File: src/hdl/tmr2_pkg.sv
// constants and field layout of the timer two capture/reload counter
// What this block does
// sixteen-bit up/down counter, internal timer or external event counter by select bit.
// select set counts count-input falling edges; cleared counts the internal clock.
// counts only while run control is one; while zero holds value except on a trigger reload.
// overflow or underflow sets overflow flag unless a baud select is set; stays set until software clears it.
// capture mode without external enable is a plain timer setting only overflow flag.
// capture mode with external enable: trigger fall copies counter into capture registers.
// external flag raises the same timer interrupt as the overflow flag.
// auto-reload mode loads counter from the reload register pair on overflow.
// software writes reload registers before relying on auto-reload.
// auto-reload with external enable: trigger fall reloads counter, sets external flag.
// down-count disabled counts up; past FFFF sets overflow flag and reloads.
// down-count enabled: trigger high counts up, trigger low counts down.
// counting up with down-count enabled overflows at FFFF, sets flag, reloads.
// counting down compares counter against reload value to detect underflow.
// down count equal to reload loads FFFF and sets overflow flag.
// up/down mode toggles external flag per wrap; no interrupt from it there.
// baud select bits route this timer's overflow as serial rx/tx clock.
// either baud select forces auto-reload on overflow, ignoring capture/reload select.
// external enable set: capture/reload select one captures, zero reloads on trigger.
// external flag set only by trigger-caused capture or reload with external enable, or by an up/down-mode wrap toggle.
// count and trigger inputs synchronised; one falling edge acted on per sample.
// reset clears control, counter, reload and capture: timer stopped, auto-reload mode.
package tmr2_pkg;

  // ==========================================================
  // register map (byte addresses)
  localparam int          ADDR_W      = 12;
  localparam logic [11:0] OFF_CTL     = 12'h418;
  localparam logic [11:0] OFF_MODE    = 12'h41C;
  localparam logic [11:0] OFF_COUNT   = 12'h420;
  localparam logic [11:0] OFF_RELOAD  = 12'h424;
  localparam logic [11:0] OFF_CAPTURE = 12'h428;

  // ==========================================================
  // control register fields
  localparam int BIT_OVF   = 7;
  localparam int BIT_EXT   = 6;
  localparam int BIT_RXSEL = 5;
  localparam int BIT_TXSEL = 4;
  localparam int BIT_EXEN  = 3;
  localparam int BIT_RUN   = 2;
  localparam int BIT_CT    = 1;
  localparam int BIT_CPRL  = 0;

  // mode register fields
  localparam int BIT_DOWN_COUNT_ENABLE  = 0;

  // ==========================================================
  // reset values and counter limits
  localparam logic [7:0]  CTL_RST  = 8'h00;
  localparam logic [15:0] CNT_RST  = 16'h0000;
  localparam logic [15:0] CNT_MAX  = 16'hFFFF;

  // ==========================================================
  // internal clock prescaler
  localparam int          PRE_W    = 2;
  localparam logic [1:0]  PRE_LAST = 2'h3;

endpackage : tmr2_pkg

File: src/hdl/tmr2_edge_sync.sv
// two-flop synchroniser with falling-edge detector for a pin input
`timescale 1ns/1ps
module tmr2_edge_sync (
  input  wire logic pclk,
  input  wire logic presetn,
  input  wire logic pin,
  output logic      level,
  output logic      fall
);

  typedef struct packed {
    logic meta;
    logic sync;
    logic prev;
  } tmr2_sync_s;

  tmr2_sync_s q;
  tmr2_sync_s d;

  // meta is read only by the sync stage
  always_comb begin
    d      = q;
    d.meta = pin;
    d.sync = q.meta;
    d.prev = q.sync;
  end

  always_ff @(posedge pclk or negedge presetn) begin
    if (!presetn) begin
      q <= '0;
    end else begin
      q <= d;
    end
  end

  assign level = q.sync;
  assign fall  = q.prev & ~q.sync;

endmodule : tmr2_edge_sync

File: src/hdl/tmr2_prescale.sv
// divider giving one-cycle enable pulses for the internal count clock
`timescale 1ns/1ps
module tmr2_prescale (
  input  wire logic pclk,
  input  wire logic presetn,
  output logic      tick
);

  typedef struct packed {
    logic [tmr2_pkg::PRE_W-1:0] cnt;
    logic                       tick;
  } tmr2_pre_s;

  tmr2_pre_s q;
  tmr2_pre_s d;

  always_comb begin
    d      = q;
    d.tick = (q.cnt == tmr2_pkg::PRE_LAST);
    d.cnt  = d.tick ? '0 : q.cnt + 1'b1;
  end

  always_ff @(posedge pclk or negedge presetn) begin
    if (!presetn) begin
      q <= '0;
    end else begin
      q <= d;
    end
  end

  assign tick = q.tick;

endmodule : tmr2_prescale

File: src/hdl/tmr2_timer.sv
// timer two: counter, capture/reload, baud routing and apb registers
//
// The implementer's own choice: the APB slave port.
`timescale 1ns/1ps
module tmr2_timer (
  input  wire logic        pclk,
  input  wire logic        presetn,
  input  wire logic        psel,
  input  wire logic        penable,
  input  wire logic        pwrite,
  input  wire logic [11:0] paddr,
  input  wire logic [31:0] pwdata,
  output logic      [31:0] prdata,
  output logic             pready,
  output logic             pslverr,
  input  wire logic        count_input,
  input  wire logic        trigger_direction_input,
  input  wire logic        irq_enable,
  input  wire logic        other_timer_overflow,
  output logic             timer_irq,
  output logic             rx_baud_tick,
  output logic             tx_baud_tick
);

  // ==========================================================
  // state

  typedef struct packed {
    logic [7:0]  ctl;
    logic        down_count_enable;
    logic [15:0] cnt;
    logic [15:0] rld;
    logic [15:0] cap;
    logic [31:0] rdata;
    logic        ready;
    logic        err;
    logic        irq;
    logic        rxb;
    logic        txb;
  } tmr2_state_s;

  tmr2_state_s q;
  tmr2_state_s n;

  logic        pre_tick;
  logic        cnt_level;
  logic        cnt_fall;
  logic        trig_level;
  logic        trig_fall;

  logic        baud;
  logic        capmode;
  logic        updown;
  logic        up;
  logic        tick;
  logic        at_top;
  logic        at_floor;
  logic        ovf_ev;
  logic        trig_ev;

  logic        setup;
  logic        wr;
  logic        wr_ctl;
  logic        wr_mode;
  logic        wr_cnt;
  logic        wr_rld;
  logic        mapped;
  logic [31:0] rd_mux;

  // ==========================================================
  // helpers

  function automatic logic hit(
    input logic [11:0] addr,
    input logic [11:0] off
  );
    hit = (addr == off);
  endfunction : hit

  // ==========================================================
  // input conditioning

  tmr2_prescale u_pre (
    .pclk    (pclk),
    .presetn (presetn),
    .tick    (pre_tick)
  );

  tmr2_edge_sync u_cnt_sync (
    .pclk    (pclk),
    .presetn (presetn),
    .pin     (count_input),
    .level   (cnt_level),
    .fall    (cnt_fall)
  );

  tmr2_edge_sync u_trig_sync (
    .pclk    (pclk),
    .presetn (presetn),
    .pin     (trigger_direction_input),
    .level   (trig_level),
    .fall    (trig_fall)
  );

  // ==========================================================
  // mode decode

  // baud routing overrides capture and direction control
  assign baud    = q.ctl[tmr2_pkg::BIT_RXSEL]
                 | q.ctl[tmr2_pkg::BIT_TXSEL];
  assign capmode = q.ctl[tmr2_pkg::BIT_CPRL] & ~baud;
  assign updown  = q.down_count_enable & ~capmode & ~baud;
  assign up      = ~updown | trig_level;

  // event counter needs a falling edge; timer uses prescaler
  assign tick = q.ctl[tmr2_pkg::BIT_RUN]
              & (q.ctl[tmr2_pkg::BIT_CT]
                 ? cnt_fall : pre_tick);

  assign at_top   = (q.cnt == tmr2_pkg::CNT_MAX);
  assign at_floor = (q.cnt == q.rld);
  assign ovf_ev   = tick & (up ? at_top : at_floor);

  // trigger acts even while stopped, as a capture strobe would
  assign trig_ev = trig_fall
                 & q.ctl[tmr2_pkg::BIT_EXEN]
                 & ~updown & ~baud;

  // ==========================================================
  // apb decode

  assign setup   = psel & ~penable;
  assign wr      = psel & penable & q.ready & pwrite & ~q.err;
  assign wr_ctl  = wr & hit(paddr, tmr2_pkg::OFF_CTL);
  assign wr_mode = wr & hit(paddr, tmr2_pkg::OFF_MODE);
  assign wr_cnt  = wr & hit(paddr, tmr2_pkg::OFF_COUNT);
  assign wr_rld  = wr & hit(paddr, tmr2_pkg::OFF_RELOAD);

  assign mapped = hit(paddr, tmr2_pkg::OFF_CTL)
                | hit(paddr, tmr2_pkg::OFF_MODE)
                | hit(paddr, tmr2_pkg::OFF_COUNT)
                | hit(paddr, tmr2_pkg::OFF_RELOAD)
                | hit(paddr, tmr2_pkg::OFF_CAPTURE);

  always_comb begin
    rd_mux = 32'h0000_0000;
    case (paddr)
      tmr2_pkg::OFF_CTL: begin
        rd_mux = 32'(q.ctl);
      end
      tmr2_pkg::OFF_MODE: begin
        rd_mux[tmr2_pkg::BIT_DOWN_COUNT_ENABLE] = q.down_count_enable;
      end
      tmr2_pkg::OFF_COUNT: begin
        rd_mux = 32'(q.cnt);
      end
      tmr2_pkg::OFF_RELOAD: begin
        rd_mux = 32'(q.rld);
      end
      tmr2_pkg::OFF_CAPTURE: begin
        rd_mux = 32'(q.cap);
      end
      default: begin
        rd_mux = 32'h0000_0000;
      end
    endcase
  end

  // ==========================================================
  // next state

  always_comb begin
    n = q;

    // bus answer: one wait-free access after each setup
    n.ready = setup;
    n.err   = setup & ~mapped;
    if (setup) begin
      n.rdata = pwrite ? 32'h0000_0000 : rd_mux;
    end

    // count step
    if (tick) begin
      if (up) begin
        if (at_top) begin
          // capture mode rolls to zero; others reload
          n.cnt = capmode ? tmr2_pkg::CNT_RST
                          : q.rld;              // see R8 see R11
        end else begin
          n.cnt = q.cnt + 16'h0001;
        end
      end else begin
        if (at_floor) begin
          n.cnt = tmr2_pkg::CNT_MAX;
        end else begin
          n.cnt = q.cnt - 16'h0001;
        end
      end
    end

    // trigger falling edge: capture or reload
    if (trig_ev) begin
      if (capmode) begin
        n.cap = q.cnt;
      end else begin
        n.cnt = q.rld;
      end
    end

    // software writes
    if (wr_cnt) begin
      n.cnt = pwdata[15:0];
    end
    if (wr_rld) begin
      n.rld = pwdata[15:0];
    end
    if (wr_mode) begin
      n.down_count_enable = pwdata[tmr2_pkg::BIT_DOWN_COUNT_ENABLE];
    end
    if (wr_ctl) begin
      n.ctl = pwdata[7:0];
    end

    // hardware flag updates win over a clearing write
    if (ovf_ev && !baud) begin
      n.ctl[tmr2_pkg::BIT_OVF] = 1'b1;
    end
    if (trig_ev) begin
      n.ctl[tmr2_pkg::BIT_EXT] = 1'b1;
    end
    if (ovf_ev && updown) begin
      // seventeenth bit of the count
      n.ctl[tmr2_pkg::BIT_EXT] = ~n.ctl[tmr2_pkg::BIT_EXT];
    end

    // timer interrupt; external flag silent in up/down mode
    n.irq = irq_enable
          & (q.ctl[tmr2_pkg::BIT_OVF]
             | (q.ctl[tmr2_pkg::BIT_EXT] & ~updown)); // see R7

    // baud clock sources
    n.rxb = q.ctl[tmr2_pkg::BIT_RXSEL] ? ovf_ev
                                        : other_timer_overflow;
    n.txb = q.ctl[tmr2_pkg::BIT_TXSEL] ? ovf_ev
                                        : other_timer_overflow;
  end

  // ==========================================================
  // state register

  always_ff @(posedge pclk or negedge presetn) begin
    if (!presetn) begin
      q <= '0;
    end else begin
      q <= n;
    end
  end

  assign prdata       = q.rdata;
  assign pready       = q.ready;
  assign pslverr      = q.err;
  assign timer_irq    = q.irq;
  assign rx_baud_tick = q.rxb;
  assign tx_baud_tick = q.txb;
endmodule : tmr2_timer

File: config.mk
export PLATFORM = sky130hd
export DESIGN_NAME = tmr2_timer
export DESIGN_NICKNAME = d
export VERILOG_FILES = /design/src/hdl/tmr2_pkg.sv /design/src/hdl/tmr2_edge_sync.sv /design/src/hdl/tmr2_prescale.sv /design/src/hdl/tmr2_timer.sv
export SDC_FILE = /design/constraint.sdc
export NUM_CORES = 1
export LEC_CHECK = 0
export ABC_AREA = 1
export BUFFER_PORTS_ARGS = -buffer_cell sky130_fd_sc_hd__buf_2
export CORE_ASPECT_RATIO = 1.1
export CORE_UTILIZATION = 62
export CTS_CLUSTER_DIAMETER = 200
export DETAILED_ROUTE_END_ITERATION = 12
export HOLD_SLACK_MARGIN = 0.02
export PLACE_DENSITY = 0.86
export REMOVE_ABC_BUFFERS = 1
export SETUP_SLACK_MARGIN = 0.4
export SLEW_MARGIN = 25
export SYNTH_ARGS = -nofsm -noshare
export SYNTH_HDL_FRONTEND = slang
export SYNTH_SLANG_ARGS = --single-unit
File: constraint.sdc
create_clock -name pclk -period 5.3 [get_ports pclk]
set_clock_uncertainty 0.05 [all_clocks]
set_input_delay 1.06 -clock pclk [delete_from_list [all_inputs] [get_ports pclk]]
set_output_delay 1.06 -clock pclk [all_outputs]
set_load 0.005 [all_outputs]
# After elaboration in Yosys (flattened, before gate mapping)
# Index checks and enable logic that the tools add are counted.
[totals] regBits=103 in_bits=53 output_inout_bits=37 wordCells=95
[classes] n_addsub=3 n_eq_ne=8 muxes=20 n_bitwise=38 n_reduce_logical=5
[ops] operator="2-to-1 mux 16 bit" n=8
[ops] operator="== test 12 x 11 -> 1 bit, second input constant" n=5
[ops] operator="one-hot mux 15 bit (4 select lines)" n=1
[ops] operator="2-to-1 mux 32 bit" n=1
[ops] operator="bitwise AND 1 bit" n=22
[ops] operator="adder 16 x 1 -> 16 bit, second input constant" n=1
[ops] operator="== test 16 bit" n=1
[ops] operator="== test 16 bit, second input constant" n=1
[ops] operator="subtractor 16 x 1 -> 16 bit, second input constant" n=1
[ops] operator="NOT 1 bit" n=9
[ops] operator="2-to-1 mux 8 bit" n=1
[ops] operator="2-to-1 mux 1 bit" n=7
[ops] operator="OR 1 bit" n=7
[ops] operator="one-hot mux 1 bit (5 select lines)" n=1
[ops] operator="adder 2 x 1 -> 2 bit, second input constant" n=1
[ops] operator="== test 2 bit, second input constant" n=1
[ops] operator="logical AND 1 bit" n=2
[ops] operator="2-to-1 mux 2 bit" n=1
[ops] operator="AND reduction 2 bit" n=1
[ops] operator="nonzero test 2 bit" n=1
[ops] operator="zero test 1 bit" n=1

# Logic depth before layout (Yosys ltp)
[logic_depth] word_depth=13 depth_mapped=14 depth_no_buf=12

# Modules after synthesis
# Synthesis repeated with hierarchy kept, for this count alone.
[hier_totals] cells_unflattened=824 hier_area_um2=5788.1
[modules_own_cells] module="tmr2_timer" instances=1 cells_each=809 area_each_um2=5526.6 seq_area_each_um2=1951.9
[modules_own_cells] module="tmr2_edge_sync" instances=2 cells_each=5 area_each_um2=85.1 seq_area_each_um2=75.1
[modules_own_cells] module="tmr2_prescale" instances=1 cells_each=5 area_each_um2=91.3 seq_area_each_um2=75.1

# Worst setup path before layout
# No wires, ideal clock.
[synth_path] path_type="input to register" from="in paddr[9]" to="reg q[74] in the netlist's numbering" setup_time_ps=122 t_arrival_ps=2178 t_required_ps=5128 slack_ps=2949 stages=9 n_path_buf=1 path_cell_list="nor2_1 nand3b_1 nor2_1 nand2_1 nor2_4 inv_2 clkbuf_8 nor2_1 a21oi_1"
[synth_rtl] element="start, declared" line="tmr2_timer.sv:11" source="input wire logic [11:0] paddr,"
[synth_rtl] element="end signal, assigned" line="tmr2_timer.sv:255" source="q <= n;"
[synth_rtl] element="end, declared" line="tmr2_timer.sv:42" source="tmr2_state_s q;"

==> reports/metrics.cfg <==
[layout]
insertedDiodeCount=0
synthToLayoutAreaGrowth_pct=3.10
stdcell_count=959
nets=896
largest-register=q
largest_reg_flops=57
drive_gt1_share_pct=11.6

[placed_design]
post-place-ws_ps=1840
io_buffer_count=57
place_inst=943
place_hpwl_um=11000
gp_congestion=1.01

[detailed_routing]
firstDrtPassIters=5
drt-total-wl_um=15800
viasPerCell=5.83
ant_nets=0
drc=0
drt_iter0_drc=574
num_vias=5587
wl_per_cell_um=16.4

[yosys]
async_reset_ff_share_pct=100
synth_cell_types=38
synth_area_um2=5770
synth_top_flop_cell=dfrtp_1
synth_edf_count=0
syn_area_per_cell_um2=7.02
synth_area_leaders=dfrtp_1, nand2_1, nor2_1
seq_area_frac_synth_pct=37.7
yosysTopAreaCell=dfrtp_1
yosysWarnings=0
ys_seq_elements=87
syn_inst=822
synth_top_cell_area_share_pct=37.7

[critical_path]
crit_start=paddr[1]
crit_type=in2reg
r2r_cells=12
r2r-end=q[75]$_DFF_PN0_
cp.required_ps=5510
critPathMaxFanout=17
r2r-start=q[91]$_DFFE_PN0P_
end_kind=flip-flop
r2r_slack_ps=2540
cp-start-kind=input pin
cp.arrival_ps=3410

[sta]
hold_violations=0
finalMaxSlewViolations=0
fin_tns_setup_ps=0
fin_crit_ps=3200
fin_crit_sh_pct=60.4
clock.fmax_mhz=312
worst_slack_ps=2100
worst_pin_slew_ps=1010
max-slew-margin-rel_pct=32.7
finalSetupViolCount=0
rsz0062_at_grt=false

[global_route]
grt_start_max_net_pins=88
grt_usage_pct=34.7
first_global_vias=5090
grt_pass1_wl_um=25500
antenna_found_initial=0
grt_overflow=0

[power]
p_per_area_nw_per_um2=205
ir_drop_mv=0.156
p_leak_nw=3.25

[run_status]
status=completed

[clock_network]
cts_setup_buffers=0
htree_levels=3
clock_path_buffers=2
numCtsBuffers=9
clkLatencyLatePin_ps=370
clk_pin_slew_ps=90
cts_tree=yes
clock_tree.root_cell=clkbuf_8
clock_sinks=87
cts-resized-gates=0
cts_hold_buf=0

[die]
rows=36
coreArea_um2=8960
ioPinCount=90
die_y_um=103
die_w_um=94.0
fp.dieArea_um2=9700
start_util_pct=64.4

[worst_hold_path]
min_path_cells=0
hold_path.class=reg2reg
min_from=u_cnt_sync.d[1]$_DFF_PN0_
min_to=u_cnt_sync.level$_DFF_PN0_

[job]
maxCapViolations=0

==> power breakdown <==
group          internal, mW  switching, mW
Clock                 0.246          0.241
Sequential            0.668        0.00281
Combinational        0.0211         0.0445
Total                 0.934          0.288
==> routing by layer <==
metal	share of wire, %	vias up	global-route usage, %
li1	-	2621	-
met2	46	335	56.7
met5	0	-	0
met4	2.6	0	12.1
met1	41	2593	45.4
met3	11	38	8.33
==> kinds of logic after synthesis <==
family,count (synthesis),synth area share [%]
AOI/OAI and AO/OA,140,13.4
xor gates and xnor gates,18,2.73
adders and majority gates,3,0.650
buffers and inverters,158,15.2
DFF,87,37.7
other,1,0.0650
and+or+nand+nor,415,30.2
==> worst max-delay path: stages <==
cell     delay, ps
buf_2          100
or2_4          260
nor3_1         200
nand2_1        470
nor2_4         650
inv_2          330
nor2_1         270
a21oi_1         70
==> through the flow <==
step | power [mW] | instance area (um2) | util (%) | hold WS (ps)
floorplan | 0.710 | 5290 | - | 281
global placement | 0.746 | 5740 | 64.1 | 282
detailed placement | 0.749 | 5740 | 64.1 | 302
CTS | 1.22 | 5940 | 66.3 | 320
global route | 1.26 | 5950 | 66.4 | 327
finish | 1.22 | 5950 | 66.4 | 316
==> worst max-delay path by stage <==
stage | end | slack (ps) | depth (start not counted)
4_1_cts | q[73]$_DFF_PN0_ | 2240 | 8
5_1_grt | q[73]$_DFF_PN0_ | 1950 | 8
3_5_place_dp | q[73]$_DFF_PN0_ | 1840 | 8
3_3_place_gp | q[73]$_DFF_PN0_ | 1910 | 9
2_1_floorplan | q[61]$_DFFE_PN0P_ | 2680 | 8
6_report | q[73]$_DFF_PN0_ | 2100 | 8
==> synth_stat cells (8+ instances only) <==
cell	n
nand3_1	61
xor2_1	15
clkbuf_1	9
nor2_1	104
a21oi_1	54
o22ai_1	17
dfrtp_1	87
inv_1	83
nand2_1	219
buf_4	40
buf_6	8
o21ai_0	52
==> cells in the final DEF (no fill, tap or decap), drive strengths merged <==
cell    count
a21boi      1
a21oi      56
a22o        4
and2        1
buf        60
bufinv      1
clkbuf     14
clkinv      2
conb       16
dfrtp      87
ha          3
inv        89
nand2     223
nand3      66
nand3b      2
nand4       7
nor2      108
nor3        5
nor3b       1
o211ai      3
o21ai      54
o221ai      4
o22ai      17
o31ai       1
or2         2
xnor2       3
xor2       15
==> area by class of cell <==
| cell class | instances | area [um2] |
|---|---|---|
| Fill cell | 827 | 3010 |
| Timing Repair Buffer | 60 | 314 |
| Tap cell | 114 | 143 |
| Sequential cell | 87 | 2180 |
| Inverter | 90 | 338 |
| Clock inverter | 2 | 38.8 |
| Clock buffer | 14 | 163 |
| Multi-Input combinational cell | 592 | 2780 |
Power figures use the tool's default switching activity.
